<file path="src/design/pdis_pkg.sv">
// Shared constants for the PD inrush, start-up and status block
package pdis_pkg;

  localparam int unsigned CLK_HZ = 50000000;

  // Overcurrent timeout, microseconds
  localparam int unsigned OC_TIMEOUT_US = 960;
  localparam int unsigned OC_TIMEOUT_CYC =
    (OC_TIMEOUT_US * (CLK_HZ / 1000000) > 0) ?
    OC_TIMEOUT_US * (CLK_HZ / 1000000) : 1;

  // Register byte offsets
  localparam logic [7:0] OFS_CTRL   = 8'h00;
  localparam logic [7:0] OFS_STATUS = 8'h04;
  localparam logic [7:0] OFS_CLASS  = 8'h08;
  localparam logic [7:0] OFS_ID     = 8'h0c;

  // Control bits
  localparam int unsigned CTRL_ENABLE = 0;
  localparam int unsigned CTRL_RESTART = 1;
  localparam logic [31:0] CTRL_RESET = 32'h00000001;

  // Class result encoding: requested class in [3:0], pse type 3/4 in [4]
  localparam int unsigned CLS_REQ_LSB = 0;
  localparam int unsigned CLS_REQ_W   = 4;
  localparam int unsigned CLS_T34_BIT = 4;
  localparam logic [3:0] CLS_REQ_RESET = 4'h8;

  // Arbitrary identity value
  localparam logic [31:0] BLOCK_ID = 32'h5a5a0001;

  localparam logic [1:0] RESP_OKAY   = 2'b00;
  localparam logic [1:0] RESP_SLVERR = 2'b10;

  typedef enum logic [2:0] {
    PDIS_IDLE,
    PDIS_INRUSH,
    PDIS_NORMAL,
    PDIS_OFFLINE
  } pdis_state_e;

endpackage

</file>
<file path="src/design/pdis_sync.sv">
// Two-stage synchroniser for a group of pin levels
`timescale 1ns/10ps
`default_nettype none

module pdis_sync #(
  parameter int unsigned WIDTH = 1
) (
  input  wire logic             aclk,
  input  wire logic             aresetn,
  input  wire logic [WIDTH-1:0] din,
  output var  logic [WIDTH-1:0] dout
);

  logic [WIDTH-1:0] meta_reg;

  always_ff @(posedge aclk) begin
    if (!aresetn) begin
      meta_reg <= '0;
      dout     <= '0;
    end else begin
      meta_reg <= din;
      dout     <= meta_reg;
    end
  end

endmodule

`default_nettype wire

</file>
<file path="src/design/pdis_top.sv">
// Inrush sequencing, power-good, class result and PSE-type outputs
//
// The register offsets and register access over AXI4-Lite are this design's own decisions.
`timescale 1ns/10ps
`default_nettype none

// How it works
// - Enter inrush once port voltage exceeds upper threshold after class.
// - Leave inrush for normal only when return node below 0.8 V and gate above 8.5 V.
// - An output short aborts inrush to protect the pass switch.
// - Power-good is driven low during the whole inrush state.
// - After inrush power-good floats; pass switch stays on, unlimited.
// - Requests 4-8: both open is Class 3, mid open low low is Class 4.
// - Mid low: 4-6 give request; 7/8 give 6 if low open, else request.
// - PSE-type output floats for type 1/2, driven low for type 3/4.
// - Overcurrent for 960 us disables switch; offline until reset voltage.
module pdis_top #(
  parameter int unsigned OC_CYCLES = pdis_pkg::OC_TIMEOUT_CYC
) (
  input  wire logic        aclk,
  input  wire logic        aresetn,
  // Analog comparator pins
  input  wire logic        class_done,
  input  wire logic        above_upper_uv,
  input  wire logic        below_reset_v,
  input  wire logic        return_node_low,
  input  wire logic        gate_high,
  input  wire logic        output_short,
  input  wire logic        over_current,
  // Pass switch control
  output logic             pass_on,
  output logic             inrush_limit,
  // Open-drain outputs: level is low, oe_n low while driving
  output logic             power_good_out_o,
  output logic             power_good_out_oe_n,
  output logic             class_result_mid_o,
  output logic             class_result_mid_oe_n,
  output logic             class_result_low_o,
  output logic             class_result_low_oe_n,
  output logic             pse_type_flag_o,
  output logic             pse_type_flag_oe_n,
  // AXI4-Lite slave
  input  wire logic [7:0]  s_axi_awaddr,
  input  wire logic        s_axi_awvalid,
  output logic             s_axi_awready,
  input  wire logic [31:0] s_axi_wdata,
  input  wire logic [3:0]  s_axi_wstrb,
  input  wire logic        s_axi_wvalid,
  output logic             s_axi_wready,
  output logic [1:0]       s_axi_bresp,
  output logic             s_axi_bvalid,
  input  wire logic        s_axi_bready,
  input  wire logic [7:0]  s_axi_araddr,
  input  wire logic        s_axi_arvalid,
  output logic             s_axi_arready,
  output logic [31:0]      s_axi_rdata,
  output logic [1:0]       s_axi_rresp,
  output logic             s_axi_rvalid,
  input  wire logic        s_axi_rready
);

  // ----------------------------------------------------------------
  // Pin synchronisers
  // ----------------------------------------------------------------
  logic [6:0] pins_s;
  logic       cls_s, uv_s, rst_s, rtn_s, gate_s, short_s, oc_s;

  pdis_sync #(.WIDTH(7)) u_sync (
    .aclk    (aclk),
    .aresetn (aresetn),
    .din     ({class_done, above_upper_uv, below_reset_v, return_node_low,
               gate_high, output_short, over_current}),
    .dout    (pins_s)
  );

  assign {cls_s, uv_s, rst_s, rtn_s, gate_s, short_s, oc_s} = pins_s;

  // ----------------------------------------------------------------
  // Registers
  // ----------------------------------------------------------------
  logic [31:0] ctrl_reg;
  logic [4:0]  cls_cfg_reg;
  logic        restart_pulse;
  logic        short_seen_reg;
  logic        oc_seen_reg;
  logic        oc_lock_reg;

  // ----------------------------------------------------------------
  // Class decode
  // ----------------------------------------------------------------
  // Returns {mid_low, low_low}
  function automatic logic [1:0] cls_drive(input logic [3:0] req);
    cls_drive = 2'b00;
    case (req)
      4'h4, 4'h5, 4'h6, 4'h7, 4'h8: cls_drive = 2'b11;
      default: cls_drive = 2'b00;
    endcase
  endfunction

  // ----------------------------------------------------------------
  // Sequencer
  // ----------------------------------------------------------------
  pdis_pkg::pdis_state_e state_reg;
  logic [$clog2(OC_CYCLES+1)-1:0] oc_cnt_reg;
  logic oc_expired;

  assign oc_expired = (oc_cnt_reg >= OC_CYCLES[$clog2(OC_CYCLES+1)-1:0]);

  always_ff @(posedge aclk) begin
    if (!aresetn) begin
      state_reg <= pdis_pkg::PDIS_IDLE;
    end else begin
      case (state_reg)
        pdis_pkg::PDIS_IDLE: begin
          if (ctrl_reg[pdis_pkg::CTRL_ENABLE] && cls_s && uv_s) begin
            state_reg <= pdis_pkg::PDIS_INRUSH;
          end
        end
        pdis_pkg::PDIS_INRUSH: begin
          if (short_s || !uv_s) begin
            state_reg <= pdis_pkg::PDIS_OFFLINE;
          end else if (rtn_s && gate_s) begin
            state_reg <= pdis_pkg::PDIS_NORMAL;
          end
        end
        pdis_pkg::PDIS_NORMAL: begin
          if (oc_expired || !uv_s) begin
            state_reg <= pdis_pkg::PDIS_OFFLINE;
          end
        end
        pdis_pkg::PDIS_OFFLINE: begin
          // wait for reset voltage
          // Software restart cannot skip an overcurrent lockout
          if (rst_s || (restart_pulse && !oc_lock_reg)) begin
            state_reg <= pdis_pkg::PDIS_IDLE;
          end
        end
        default: state_reg <= pdis_pkg::PDIS_IDLE;
      endcase
    end
  end

  // Overcurrent filter counts only in normal operation
  always_ff @(posedge aclk) begin
    if (!aresetn) begin
      oc_cnt_reg <= '0;
    end else if (state_reg == pdis_pkg::PDIS_NORMAL && oc_s) begin
      if (!oc_expired) begin
        oc_cnt_reg <= oc_cnt_reg + 1'b1;
      end
    end else begin
      oc_cnt_reg <= '0;
    end
  end

  // ----------------------------------------------------------------
  // Pin outputs
  // ----------------------------------------------------------------
  logic [1:0] drv;
  assign drv = cls_drive(cls_cfg_reg[pdis_pkg::CLS_REQ_LSB +:
                                     pdis_pkg::CLS_REQ_W]);

  always_ff @(posedge aclk) begin
    if (!aresetn) begin
      pass_on               <= 1'b0;
      inrush_limit          <= 1'b0;
      power_good_out_o      <= 1'b0;
      power_good_out_oe_n   <= 1'b1;
      class_result_mid_o    <= 1'b0;
      class_result_mid_oe_n <= 1'b1;
      class_result_low_o    <= 1'b0;
      class_result_low_oe_n <= 1'b1;
      pse_type_flag_o       <= 1'b0;
      pse_type_flag_oe_n    <= 1'b1;
    end else begin
      // switch fully on, no limiting after inrush
      pass_on      <= (state_reg == pdis_pkg::PDIS_INRUSH) ||
                      (state_reg == pdis_pkg::PDIS_NORMAL);
      inrush_limit <= (state_reg == pdis_pkg::PDIS_INRUSH);
      // power-good held low in inrush, floats otherwise
      power_good_out_oe_n <= (state_reg != pdis_pkg::PDIS_INRUSH);
      class_result_mid_oe_n <= !(cls_s && drv[1]);
      class_result_low_oe_n <= !(cls_s && drv[0]);
      pse_type_flag_oe_n <= !(cls_s && cls_cfg_reg[pdis_pkg::CLS_T34_BIT]);
    end
  end

  // ----------------------------------------------------------------
  // AXI4-Lite slave
  // ----------------------------------------------------------------
  logic [7:0]  aw_addr_reg;
  logic        aw_have_reg;
  logic [31:0] w_data_reg;
  logic [3:0]  w_strb_reg;
  logic        w_have_reg;
  logic        do_write;

  assign do_write = aw_have_reg && w_have_reg && !s_axi_bvalid;

  always_ff @(posedge aclk) begin
    if (!aresetn) begin
      aw_have_reg   <= 1'b0;
      aw_addr_reg   <= 8'h00;
      s_axi_awready <= 1'b0;
    end else begin
      s_axi_awready <= !aw_have_reg && !s_axi_awready;
      if (s_axi_awvalid && s_axi_awready) begin
        aw_have_reg <= 1'b1;
        aw_addr_reg <= s_axi_awaddr;
      end else if (do_write) begin
        aw_have_reg <= 1'b0;
      end
    end
  end

  always_ff @(posedge aclk) begin
    if (!aresetn) begin
      w_have_reg   <= 1'b0;
      w_data_reg   <= 32'h00000000;
      w_strb_reg   <= 4'h0;
      s_axi_wready <= 1'b0;
    end else begin
      s_axi_wready <= !w_have_reg && !s_axi_wready;
      if (s_axi_wvalid && s_axi_wready) begin
        w_have_reg <= 1'b1;
        w_data_reg <= s_axi_wdata;
        w_strb_reg <= s_axi_wstrb;
      end else if (do_write) begin
        w_have_reg <= 1'b0;
      end
    end
  end

  // Write effects and response
  always_ff @(posedge aclk) begin
    if (!aresetn) begin
      ctrl_reg      <= pdis_pkg::CTRL_RESET;
      cls_cfg_reg   <= {1'b0, pdis_pkg::CLS_REQ_RESET};
      restart_pulse <= 1'b0;
      s_axi_bvalid  <= 1'b0;
      s_axi_bresp   <= pdis_pkg::RESP_OKAY;
    end else begin
      restart_pulse <= 1'b0;
      if (s_axi_bvalid && s_axi_bready) begin
        s_axi_bvalid <= 1'b0;
      end
      if (do_write) begin
        s_axi_bvalid <= 1'b1;
        s_axi_bresp  <= pdis_pkg::RESP_OKAY;
        case (aw_addr_reg)
          pdis_pkg::OFS_CTRL: begin
            if (w_strb_reg[0]) begin
              ctrl_reg[pdis_pkg::CTRL_ENABLE] <=
                w_data_reg[pdis_pkg::CTRL_ENABLE];
              restart_pulse <= w_data_reg[pdis_pkg::CTRL_RESTART];
            end
          end
          pdis_pkg::OFS_CLASS: begin
            if (w_strb_reg[0]) begin
              cls_cfg_reg <= w_data_reg[4:0];
            end
          end
          pdis_pkg::OFS_STATUS, pdis_pkg::OFS_ID: begin
          end
          default: s_axi_bresp <= pdis_pkg::RESP_SLVERR;
        endcase
      end
    end
  end

  // Sticky event flags, set wins over clear-on-read
  logic rd_status;
  assign rd_status = s_axi_arvalid && s_axi_arready &&
                     s_axi_araddr == pdis_pkg::OFS_STATUS;

  always_ff @(posedge aclk) begin
    if (!aresetn) begin
      short_seen_reg <= 1'b0;
      oc_seen_reg    <= 1'b0;
      oc_lock_reg    <= 1'b0;
    end else begin
      if (state_reg == pdis_pkg::PDIS_NORMAL && oc_expired) begin
        oc_lock_reg <= 1'b1;
      end else if (state_reg == pdis_pkg::PDIS_IDLE) begin
        oc_lock_reg <= 1'b0;
      end
      if (state_reg == pdis_pkg::PDIS_INRUSH && short_s) begin
        short_seen_reg <= 1'b1;
      end else if (rd_status) begin
        short_seen_reg <= 1'b0;
      end
      if (state_reg == pdis_pkg::PDIS_NORMAL && oc_expired) begin
        oc_seen_reg <= 1'b1;
      end else if (rd_status) begin
        oc_seen_reg <= 1'b0;
      end
    end
  end

  always_ff @(posedge aclk) begin
    if (!aresetn) begin
      s_axi_arready <= 1'b0;
      s_axi_rvalid  <= 1'b0;
      s_axi_rdata   <= 32'h00000000;
      s_axi_rresp   <= pdis_pkg::RESP_OKAY;
    end else begin
      s_axi_arready <= !s_axi_rvalid && !s_axi_arready;
      if (s_axi_rvalid && s_axi_rready) begin
        s_axi_rvalid <= 1'b0;
      end
      if (s_axi_arvalid && s_axi_arready) begin
        s_axi_rvalid <= 1'b1;
        s_axi_rresp  <= pdis_pkg::RESP_OKAY;
        case (s_axi_araddr)
          pdis_pkg::OFS_CTRL:   s_axi_rdata <= ctrl_reg;
          pdis_pkg::OFS_STATUS: s_axi_rdata <=
            {24'h000000, oc_seen_reg, short_seen_reg, uv_s, cls_s,
             1'b0, state_reg};
          pdis_pkg::OFS_CLASS:  s_axi_rdata <= {27'h0000000, cls_cfg_reg};
          pdis_pkg::OFS_ID:     s_axi_rdata <= pdis_pkg::BLOCK_ID;
          default: begin
            s_axi_rdata <= 32'h00000000;
            s_axi_rresp <= pdis_pkg::RESP_SLVERR;
          end
        endcase
      end
    end
  end

endmodule

`default_nettype wire
</file>
<file path="config.mk">
export PLATFORM = sky130hd
export DESIGN_NAME = pdis_top
export DESIGN_NICKNAME = d
export VERILOG_FILES = /design/src/design/pdis_pkg.sv /design/src/design/pdis_sync.sv /design/src/design/pdis_top.sv
export SDC_FILE = /design/constraint.sdc
export NUM_CORES = 1
export LEC_CHECK = 0
export CAP_MARGIN = 20
export CORE_MARGIN = 2
export CORE_UTILIZATION = 67
export CTS_CLUSTER_DIAMETER = 80
export CTS_CLUSTER_SIZE = 28
export DETAILED_ROUTE_END_ITERATION = 12
export DONT_BUFFER_PORTS = 1
export PLACE_DENSITY = 0.89
export SYNTH_ARGS = -nofsm -noshare
export SYNTH_HDL_FRONTEND = slang
export SYNTH_HIERARCHICAL = 1
export SYNTH_SLANG_ARGS = --single-unit
</file>
<file path="constraint.sdc">
create_clock -name aclk -period 3.6 [get_ports aclk]
set_input_delay 0.18 -clock aclk [delete_from_list [all_inputs] [get_ports aclk]]
set_output_delay 0.18 -clock aclk [all_outputs]
set_load 0.1 [all_outputs]
</file>
==> results of run 1 <==
## worst paths after layout
kind	from	to	slack, ns	depth (start not counted)
setup / recovery	s_axi_bvalid	ctrl_reg[0]	0.96	4
hold / removal	s_axi_awaddr[3]	aw_addr_reg[3]	0.004	2
setup reg to reg	s_axi_bvalid	ctrl_reg[0]	0.96	4
hold reg to reg	s_axi_awready	s_axi_awready	0.42	1
## cell usage in the layout (no fill, tap or decap), types with 2 or more instances in the layout
master,n
clkbuf_1,2
clkbuf_8,11
ha_1,6
or4_1,5
nor4b_1,3
nand4_1,8
nand3_1,23
or2_2,2
inv_1,12
and2_2,10
mux2i_1,9
buf_4,3
nand2b_1,6
xnor2_1,5
nor2_1,9
o21ai_0,6
and4_1,2
dfxtp_1,77
a211o_1,2
a31o_2,2
a21boi_0,22
nor2b_1,11
and3_1,8
a22oi_1,6
a31oi_1,3
and2_1,8
conb_1,22
nor3b_1,4
nand2_1,45
a21oi_1,8
or3_1,3
dlygate4sd3_1,33
nor3_1,2
o31ai_1,7
nand3b_1,2
## stage by stage
| step | utilization [%] | instances | worst slack [ns] | instance area, um2 |
|---|---|---|---|---|
| final | 78.6 | 477 | 0.963 | 3960 |
| after global routing | 78.6 | 477 | 0.902 | 3960 |
| after CTS | 78.4 | 476 | 1.13 | 3950 |
| after detailed placement | 67.3 | 427 | 1.16 | 3390 |
| after global placement | 67.3 | 427 | 1.26 | 3390 |
| after floorplan | - | 396 | 1.30 | 3550 |
## area by class of cell
class | count | area share, %
multi-input cells | 262 | 41.0
clock inverters | 2 | 0.884
inverters | 12 | 1.14
flip-flops and latches | 79 | 40.0
well taps | 70 | 2.21
repair buffers | 38 | 10.1
clock buffers | 14 | 4.64
## kinds of logic (layout without fill, tap and decap cells)
group                    count (synthesis)  count (layout)  share of synthesized area, %
flip-flops                              79              79                          45.5
buffers and inverters                   55              66                          9.95
adder cells (fa/ha/maj)                  6               6                          2.16
AND/OR/NAND/NOR                        156             156                          25.3
multiplexers                            10              10                          2.92
other                                    1              22                         0.108
XOR/XNOR                                 5               5                          1.26
AO/OA/AOI/OAI                           63              63                          12.8
## power breakdown
| group | internal, W | switching, W | total, W |
|---|---|---|---|
| clock network | 0.000400 | 0.000326 | 0.000726 |
| logic | 0.0000879 | 0.000211 | 0.000299 |
| registers | 0.000910 | 0.000106 | 0.00102 |
## timing repair
action                                 CTS  global route
hold buffers                            33             1
endpoints found under the hold margin   61             1
setup endpoints to repair                0             0
## layer usage
| layer | vias up | share of wire, % |
|---|---|---|
| met3 | 32 | 6.6 |
| met2 | 132 | 51 |
| met5 | - | 0 |
| li1 | 1307 | - |
| met4 | 0 | 5.1 |
| met1 | 1291 | 37 |
==> metrics.md, run 1 <==
| Metric | Value |
|---|---|
| Status | finished clean |
| FF/Latch Area | 1590 um2 |
| CP Class | reg2reg |
| CP Buf/Inv Count | 0 |
| Count of pins over their slew limit | 0 |
| CP max stage delay | 0.67 ns |
| Resized cells post-CTS | 0 |
| EDFF count, synth | 0 |
| Antenna violations before repair | 0 |
| Layout cell share with drive strength beyond 1 | 9.83% |
| Area of the die | 5770 um2 |
| Clk_lat worst skew | 0.37 ns |
| Leak Pwr | 1.41 nW |
| Largest net degree at the start of global routing | 66 |
| Most instantiated cells after synthesis | dfxtp_1, nand2_1, buf_4, nand3_1, a21boi_0 |
| Power per standard cell area | 515 nW/um2 |
| Tot GR Track Use | 29.1% |
| CTS Buf Count | 9 |
| Antenna-violating nets left | 0 |
| Netlist cell types | 48 |
| Synth area leader | dfxtp_1 |
| Gr busiest metal | met2 |
| Worst-path cell chain | nand3b_1, or4_4, nor4b_1, mux2i_1 |
| Initial DRC Count | 189 |
| Post-synthesis sequential area ratio | 45.5% |
| Max reg flops | 16 |
| Drt pass-1 iters | 4 |
| Met2 global-route usage | 48.9% |
| Ys async rst share | 0% |
| Slew headroom | 29.6% |
| IO Port Bufs | 0 |
| Ys flop type | dfxtp_1 |
| Core area | 5040 um2 |
| Nets | 474 |
| Max_cap viols | 0 |
| Fmax | 0.379 GHz |
| Critical path's slowest cell | dfxtp_1 |
| Setup violations, final | 0 |
| CTS clk-pin slew, worst paths | 0.09 ns |
| Clock tree from TritonCTS | built |
| Num ports | 117 |
| H-tree Lvls | 3 |
| CP endpoint kind | flop |
| Final Hold Viols | 0 |
| Routing usage on met1 | 32.1% |
| Worst Tran Pin Value | 1.05 ns |
| Vias in the first global route | 2,721 |
| Via/cell ratio | 5.79 |
| Max Buffers Root-to-Sink | 2 |
| Worst Hold Class | in2reg |
| First-pass GRT wire length | 13,100 um |
| Antenna diodes | 0 |
| Vias | 2,762 |
| Worst Path Max Fanout | 4 |
| Routed WL per cell | 16.8 um |
| Fin crit share | 73.3% |
| Layout area overhead | 14.1% |
| Synth top area cells | dfxtp_1, buf_4, nand2_1 |
| Number of clock sinks | 79 |
| Top-area cell type share of the netlist area | 45.5% |
| Die width | 76.0 um |
| Met3 Use GR | 9.95% |
| Fillers | 310 |
| Worst vdd ir | 450 uV |
| CP required | 3.89 ns |
| Die Ht | 76.0 um |
| Ys Warns | 6 |
| Synth Cell Area | 3470 um2 |
| Syn_area_per_cell | 9.26 um2 |
| Clk_skew | 0.0122 ns |
| Area of the multi-input gates | 1620 um2 |
| CP delay by family, top | simple AND/OR/NAND/NOR gates |
| Setup Buffers After CTS | 0 |
| Final worst path period need | 2.64 ns |
| CP arrival | 2.93 ns |
| RSZ-0062 raised after global routing | false |
| Total negative slack | 0 ns |
| DP HPWL | 4350 um |
| Count leader, synth | dfxtp_1 |
| Worst hold margin | 0.00431 ns |
| DRT Wirelength | 8010 um |
| Overall Power | 0.00204 W |
| Initial Utilization | 68.9% |
| Cells after synthesis | 375 |
| Rows | 26 |
| Residual DRC | 0 |
| Yosys reg bits | 79 |
| Crit path launch type | flop |
| Grt ovf | 0 |
| GP Congestion | 0.803 |
| Root Buffer | clkbuf_8 |
Note: power is estimated with default switching activity, not from simulation.
==> inputs of run 2 (changes only) <==
--- a/config.mk
+++ b/config.mk
@@ -7,12 +7,12 @@
 export LEC_CHECK = 0
 export CAP_MARGIN = 20
 export CORE_MARGIN = 2
-export CORE_UTILIZATION = 67
+export CORE_UTILIZATION = 62
 export CTS_CLUSTER_DIAMETER = 80
 export CTS_CLUSTER_SIZE = 28
 export DETAILED_ROUTE_END_ITERATION = 12
 export DONT_BUFFER_PORTS = 1
-export PLACE_DENSITY = 0.89
+export PLACE_DENSITY = 0.84
 export SYNTH_ARGS = -nofsm -noshare
 export SYNTH_HDL_FRONTEND = slang
 export SYNTH_HIERARCHICAL = 1
==> constraint.sdc (replaced) <==
create_clock -name aclk -period 2.7 [get_ports aclk]
set_input_delay 0.135 -clock aclk [delete_from_list [all_inputs] [get_ports aclk]]
set_output_delay 0.135 -clock aclk [all_outputs]
set_load 0.1 [all_outputs]
==> metrics.md, run 2 (synthesized netlist as in run 1, its figures left out) <==
| Metric | Value |
|---|---|
| R2R Path End | ctrl_reg[0] |
| Final Util | 74.8% (-3.8 points) |
| Initial DRC Count | 223 (+18%) |
| Clk_skew | 0.00700 ns (-0.00517 ns) |
| Slew headroom | 33.7% (+4.1 points) |
| Clk_lat worst skew | 0.35 ns (-0.02 ns) |
| Pre-CTS setup slack | 0.654 ns (-0.507 ns) |
| Tot GR Track Use | 25.6% (-3.6 points) |
| CTS Hold Bufs | 35 (+6.1%) |
| Worst Tran Pin Value | 0.997 ns (-0.0578 ns) |
| Area of the die | 6210 um2 (+7.6%) |
| Max Buffers Root-to-Sink | 2 (unchanged) |
| Vias in the first global route | 2,597 (-4.6%) |
| CP Class | reg2reg |
| GP Congestion | 0.808 (+0.69%) |
| Leak Pwr | 1.51 nW (+6.7%) |
| Final worst path period need | 2.17 ns (-0.466 ns) |
| Residual DRC | 0 (unchanged) |
| Resized cells post-CTS | 0 (unchanged) |
| Commonest non-fill, non-tap cells in the layout | dfxtp_1, nand2_1, dlygate4sd3_1 |
| Worst hold margin | 0.0452 ns (+0.0409 ns) |
| Internal reg-to-reg setup slack | 0.53 ns (-0.43 ns) |
| Status | finished clean |
| Layout cell share with drive strength beyond 1 | 13.3% (+3.4 points) |
| FF-to-FF Start | aw_addr_reg[7] |
| Power per standard cell area | 665 nW/um2 (+29%) |
| RSZ-0062 raised after global routing | false |
| Worst Path Max Fanout | 3 (-1) |
| Routed WL per cell | 15.4 um (-8.4%) |
| Setup violations, final | 0 (unchanged) |
| Number of clock sinks | 79 (unchanged) |
| Rows | 27 (+3.8%) |
| Crit path launch type | flop |
| Max_cap viols | 0 (unchanged) |
| Drt pass-1 iters | 4 (unchanged) |
| IO Port Bufs | 0 (unchanged) |
| Fmax | 0.461 GHz (+21%) |
| DRT met1 WL | 3130 um (+4.5%) |
| CTS clk-pin slew, worst paths | 0.08 ns (about the same) |
| DRT Wirelength | 7620 um (-4.9%) |
| Total negative slack | 0 ns (unchanged) |
| Worst Hold Class | in2reg |
| DP HPWL | 4400 um (+1.3%) |
| Fin crit share | 80.4% (+7.2 points) |
| Top routing layer used | met4 |
| Most common cell after layout, fill and taps aside | dfxtp_1 |
| Layout area overhead | 17.8% |
| WHS Path Cells | 2 (unchanged) |
| Largest net degree at the start of global routing | 66 (unchanged) |
| Antenna violations before repair | 1 (+1) |
| Root Buffer | clkbuf_8 |
| Reg2Reg Depth | 4 (unchanged) |
| Grt ovf | 0 (unchanged) |
| Setup Buffers After CTS | 0 (unchanged) |
| Clock tree from TritonCTS | built |
| Count of pins over their slew limit | 0 (unchanged) |
| First-pass GRT wire length | 12,300 um (-5.8%) |
| Nets | 489 (+3.2%) |
| CP endpoint kind | flop |
| DR WL met3 | 357 um (-32%) |
| Max reg flops | 16 (unchanged) |
| Crit path from | aw_addr_reg[7] |
| Initial Utilization | 63.4% (-5.4 points) |
| Worst setup path end | ctrl_reg[0] |
| Final Hold Viols | 0 (unchanged) |
| CP arrival | 2.45 ns (-0.48 ns) |
| Die width | 78.8 um (+3.8%) |
| Routed wl met2 | 3770 um (-7.6%) |
| Vias | 2,773 (+0.40%) |
| Core area | 5470 um2 (+8.5%) |
| Die Ht | 78.8 um (+3.8%) |
| Antenna-violating nets left | 0 (unchanged) |
| Num ports | 117 (unchanged) |
| CP required | 2.98 ns (-0.91 ns) |
| Via/cell ratio | 5.60 (-3.3%) |
| CTS Buf Count | 9 (unchanged) |
| Worst vdd ir | 538 uV (+20%) |
| H-tree Lvls | 3 (unchanged) |
| Worst setup margin | 0.529 ns (-0.434 ns) |
-- run 2: worst min path at each step --
stage | start | endpoint | slack (ns)
2_1_floorplan | aresetn | u_sync/meta_reg[6] | 0.27
3_3_place_gp | aresetn | pse_type_flag_oe_n | 0.23
3_5_place_dp | aresetn | pse_type_flag_oe_n | 0.24
4_1_cts | aresetn | ctrl_reg[0] | 0.003
5_1_grt | aresetn | cls_cfg_reg[3] | 0.05
6_report | aresetn | cls_cfg_reg[3] | 0.05
-- run 2: stage by stage --
step | total power, W | instance area (um2) | instances
6_report | 0.00272 | 4090 | 495
5_1_grt | 0.00281 | 4090 | 495
4_1_cts | 0.00272 | 4090 | 494
3_5_place_dp | 0.00172 | 3500 | 443
3_3_place_gp | 0.00171 | 3500 | 443
2_1_floorplan | 0.00171 | 3550 | 396
-- run 2: where the power goes --
part	switching, W	internal, W
registers	0.000120	0.00121
clock network	0.000415	0.000552
logic	0.000297	0.000122
-- run 2: final cells by class --
class | count | area (um2)
clock buffer | 14 | 193
inverter | 12 | 45.0
timing repair buffer | 53 | 515
sequential | 79 | 1590
clock inverter | 2 | 35.0
fill | 375 | 1380
multi-input combinational | 262 | 1620
antenna | 1 | 2.50
tap | 72 | 90.1
-- run 2: routing by layer --
| metal | up-vias | global-route usage [%] |
|---|---|---|
| li1 | 1335 | - |
| met1 | 1314 | 28.7 |
| met2 | 90 | 42.7 |
| met3 | 34 | 7.73 |
| met4 | 0 | 15.3 |
| met5 | - | 0 |
-- run 2: worst max-delay path: stages, from the launching register on --
cell	delay [ns]
dfxtp_1	0.32
or4_1	0.52
or4_4	0.46
nor4b_1	0.53
mux2i_1	0.26
==> inputs of run 3 (changes only) <==
--- a/config.mk
+++ b/config.mk
@@ -7,12 +7,12 @@
 export LEC_CHECK = 0
 export CAP_MARGIN = 20
 export CORE_MARGIN = 2
-export CORE_UTILIZATION = 62
+export CORE_UTILIZATION = 56
 export CTS_CLUSTER_DIAMETER = 80
 export CTS_CLUSTER_SIZE = 28
 export DETAILED_ROUTE_END_ITERATION = 12
 export DONT_BUFFER_PORTS = 1
-export PLACE_DENSITY = 0.84
+export PLACE_DENSITY = 0.8
 export SYNTH_ARGS = -nofsm -noshare
 export SYNTH_HDL_FRONTEND = slang
 export SYNTH_HIERARCHICAL = 1
==> constraint.sdc (replaced) <==
create_clock -name aclk -period 1.85 [get_ports aclk]
set_input_delay 0.0925 -clock aclk [delete_from_list [all_inputs] [get_ports aclk]]
set_output_delay 0.0925 -clock aclk [all_outputs]
set_load 0.1 [all_outputs]
==> metrics.md, run 3 (synthesized netlist as in run 1, its figures left out) <==
| Metric | Value |
|---|---|
| Status | finished, violations left |
| Failing checks | negative setup slack |
| Leak Pwr | 1.67 nW (+11%) |
| Max Buffers Root-to-Sink | 2 (unchanged) |
| First-pass GRT wire length | 13,000 um (+5.1%) |
| Pre-CTS setup slack | -0.218 ns (-0.872 ns) |
| Final worst path period need | 2.20 ns (+0.0283 ns) |
| Setup violations, final | 7 (+7) |
| Min-delay src | aresetn |
| Layout cell share with drive strength beyond 1 | 18.5% (+5.3 points) |
| Fin crit share | 119% (+38 points) |
| Clk_skew | 0.0136 ns (+0.00665 ns) |
| Power per standard cell area | 893 nW/um2 (+34%) |
| CTS clk-pin slew, worst paths | 0.10 ns (+0.02 ns) |
| Number of clock sinks | 79 (unchanged) |
| DRT met1 WL | 3110 um (-0.54%) |
| GP Congestion | 0.877 (+8.5%) |
| CP max stage delay | 0.53 ns (about the same) |
| CP Class | reg2reg |
| Core area | 5960 um2 (+8.8%) |
| Routed wl met2 | 4480 um (+19%) |
| Clk_lat worst skew | 0.36 ns (about the same) |
| Worst Path Max Fanout | 5 (+2) |
| Worst Tran Pin Value | 0.548 ns (-0.449 ns) |
| Final Hold Viols | 0 (unchanged) |
| Worst hold margin | 0.0290 ns (-0.0162 ns) |
| Worst Hold Class | in2reg |
| FF-to-FF Start | aw_addr_reg[7] |
| Crit path launch type | flop |
| DR WL met3 | 349 um (-2.2%) |
| Clock power frac | 33.6% (-2.0 points) |
| IO Port Bufs | 0 (unchanged) |
| CP required | 2.12 ns (-0.86 ns) |
| Routed WL per cell | 15.8 um (+2.7%) |
| Antenna violations before repair | 0 (-1) |
| Tot GR Track Use | 25.2% (-0.38 points) |
| Clock tree from TritonCTS | built |
| Root Buffer | clkbuf_8 |
| Die Ht | 82.7 um (+5.0%) |
| Worst path most repeated cell | or4_4 |
| Num ports | 117 (unchanged) |
| CP Buf/Inv Count | 1 (+1) |
| Initial Utilization | 58.3% (-5.1 points) |
| CP endpoint kind | flop |
| Combinational Power Share | 20.0% (+4.6 points) |
| Largest net degree at the start of global routing | 53 (-20%) |
| H-tree Lvls | 3 (unchanged) |
| RSZ-0062 raised after global routing | true |
| Area of the die | 6850 um2 (+10%) |
| Antenna-violating nets left | 0 (unchanged) |
| Worst setup margin | -0.349 ns (-0.878 ns) |
| Vias | 2,907 (+4.8%) |
| Sequential share of power | 46.5% (-2.5 points) |
| Worst-path cell chain | or4_4, or4_4, nor4b_4, buf_6, mux2i_2 |
| Antenna diodes | 0 (-1) |
| Via/cell ratio | 5.51 (-1.7%) |
| CP delay by family, top | simple AND/OR/NAND/NOR gates |
| CP arrival | 2.47 ns (+0.02 ns) |
| Layout area overhead | 27.1% |
| Int Pwr | 0.00266 W (+41%) |
| Overall Power | 0.00394 W (+45%) |
| Sw power | 0.00128 W (+54%) |
| Max reg flops | 16 (unchanged) |
| Count of pins over their slew limit | 0 (unchanged) |
| Max_cap viols | 0 (unchanged) |
| Grt ovf | 0 (unchanged) |
| Crit path from | aw_addr_reg[7] |
| Fillers | 387 (+3.2%) |
| Rows | 28 (+3.7%) |
| Total negative slack | -2.07 ns (-2.07 ns) |
| Die width | 82.7 um (+5.0%) |
| Residual DRC | 0 (unchanged) |
| Drt pass-1 iters | 4 (unchanged) |
| Critical path's slowest cell | or4_4 |
| Slew headroom | 63.8% (+30 points) |
| Vias in the first global route | 2,865 (+10%) |
| DP HPWL | 4810 um (+9.3%) |
| CTS Buf Count | 9 (unchanged) |
| Top routing layer used | met4 |
| Worst vdd ir | 666 uV (+24%) |
| Initial DRC Count | 134 (-40%) |
| Nets | 520 (+6.3%) |
| DRT Wirelength | 8350 um (+9.6%) |
| Fmax | 0.455 GHz (-1.3%) |
| Commonest non-fill, non-tap cells in the layout | dfxtp_1, dlygate4sd3_1, nand2_1 |
| Sw Ratio | 32.5% (+1.9 points) |
| Most common cell after layout, fill and taps aside | dfxtp_1 |
run 3: changes by cell type in the layout (fill, tap and decap cells not counted), sizes merged:
cell / delta
inv: +1
buf: +18
diode: -1
clkinv: +2
clkbuf: -4
clkinvlp: +1
dlygate4sd3: +13
run 3: final cells by class:
type	instances	area (um2)	share of cell area, %
Clock buffer	10	138	3.12
Inverter	12	45.0	1.02
Sequential cell	79	1590	36.1
Timing Repair Buffer	84	801	18.1
Multi-Input combinational cell	262	1670	37.9
Clock inverter	6	68.8	1.56
Tap cell	75	93.8	2.13
run 3: power groups by stage:
stage	Clock [W]	Sequential [W]	Combinational (W)
finish	0.00132	0.00183	0.000786
detailed placement	0	0.00186	0.000677
CTS	0.00132	0.00182	0.000765
floorplan	0	0.00204	0.000459
global placement	0	0.00186	0.000666
global route	0.00140	0.00184	0.000829
run 3: final timing paths:
kind | endpoint | slack (ns) | cells after the start
worst max-delay path | cls_cfg_reg[1] | -0.35 | 5
worst min-delay path | cls_cfg_reg[3] | 0.03 | 2
worst max register to register | cls_cfg_reg[1] | -0.35 | 5
worst min register to register | u_sync/dout[5] | 0.47 | 1
run 3: timing repair:
action	in CTS	in global routing
setup buffers	1	0
hold buffers	48	0
endpoints found under the hold margin	66	0
endpoints found under the setup margin	7	10
gates resized for setup	2	11
run 3: through the flow:
stage,std cells,instance area [um2],utilization [%]
2_1_floorplan,396,3560,-
3_3_place_gp,463,3650,61.3
3_5_place_dp,463,3650,61.3
4_1_cts,528,4360,73.3
5_1_grt,528,4410,74.1
6_report,528,4410,74.1
run 3: metal layers:
layer  GRT usage, %  vias up
met5              0        -
met4           13.8        0
met3           5.76       33
met2           45.9       91
met1           26.7     1385
li1               -     1398
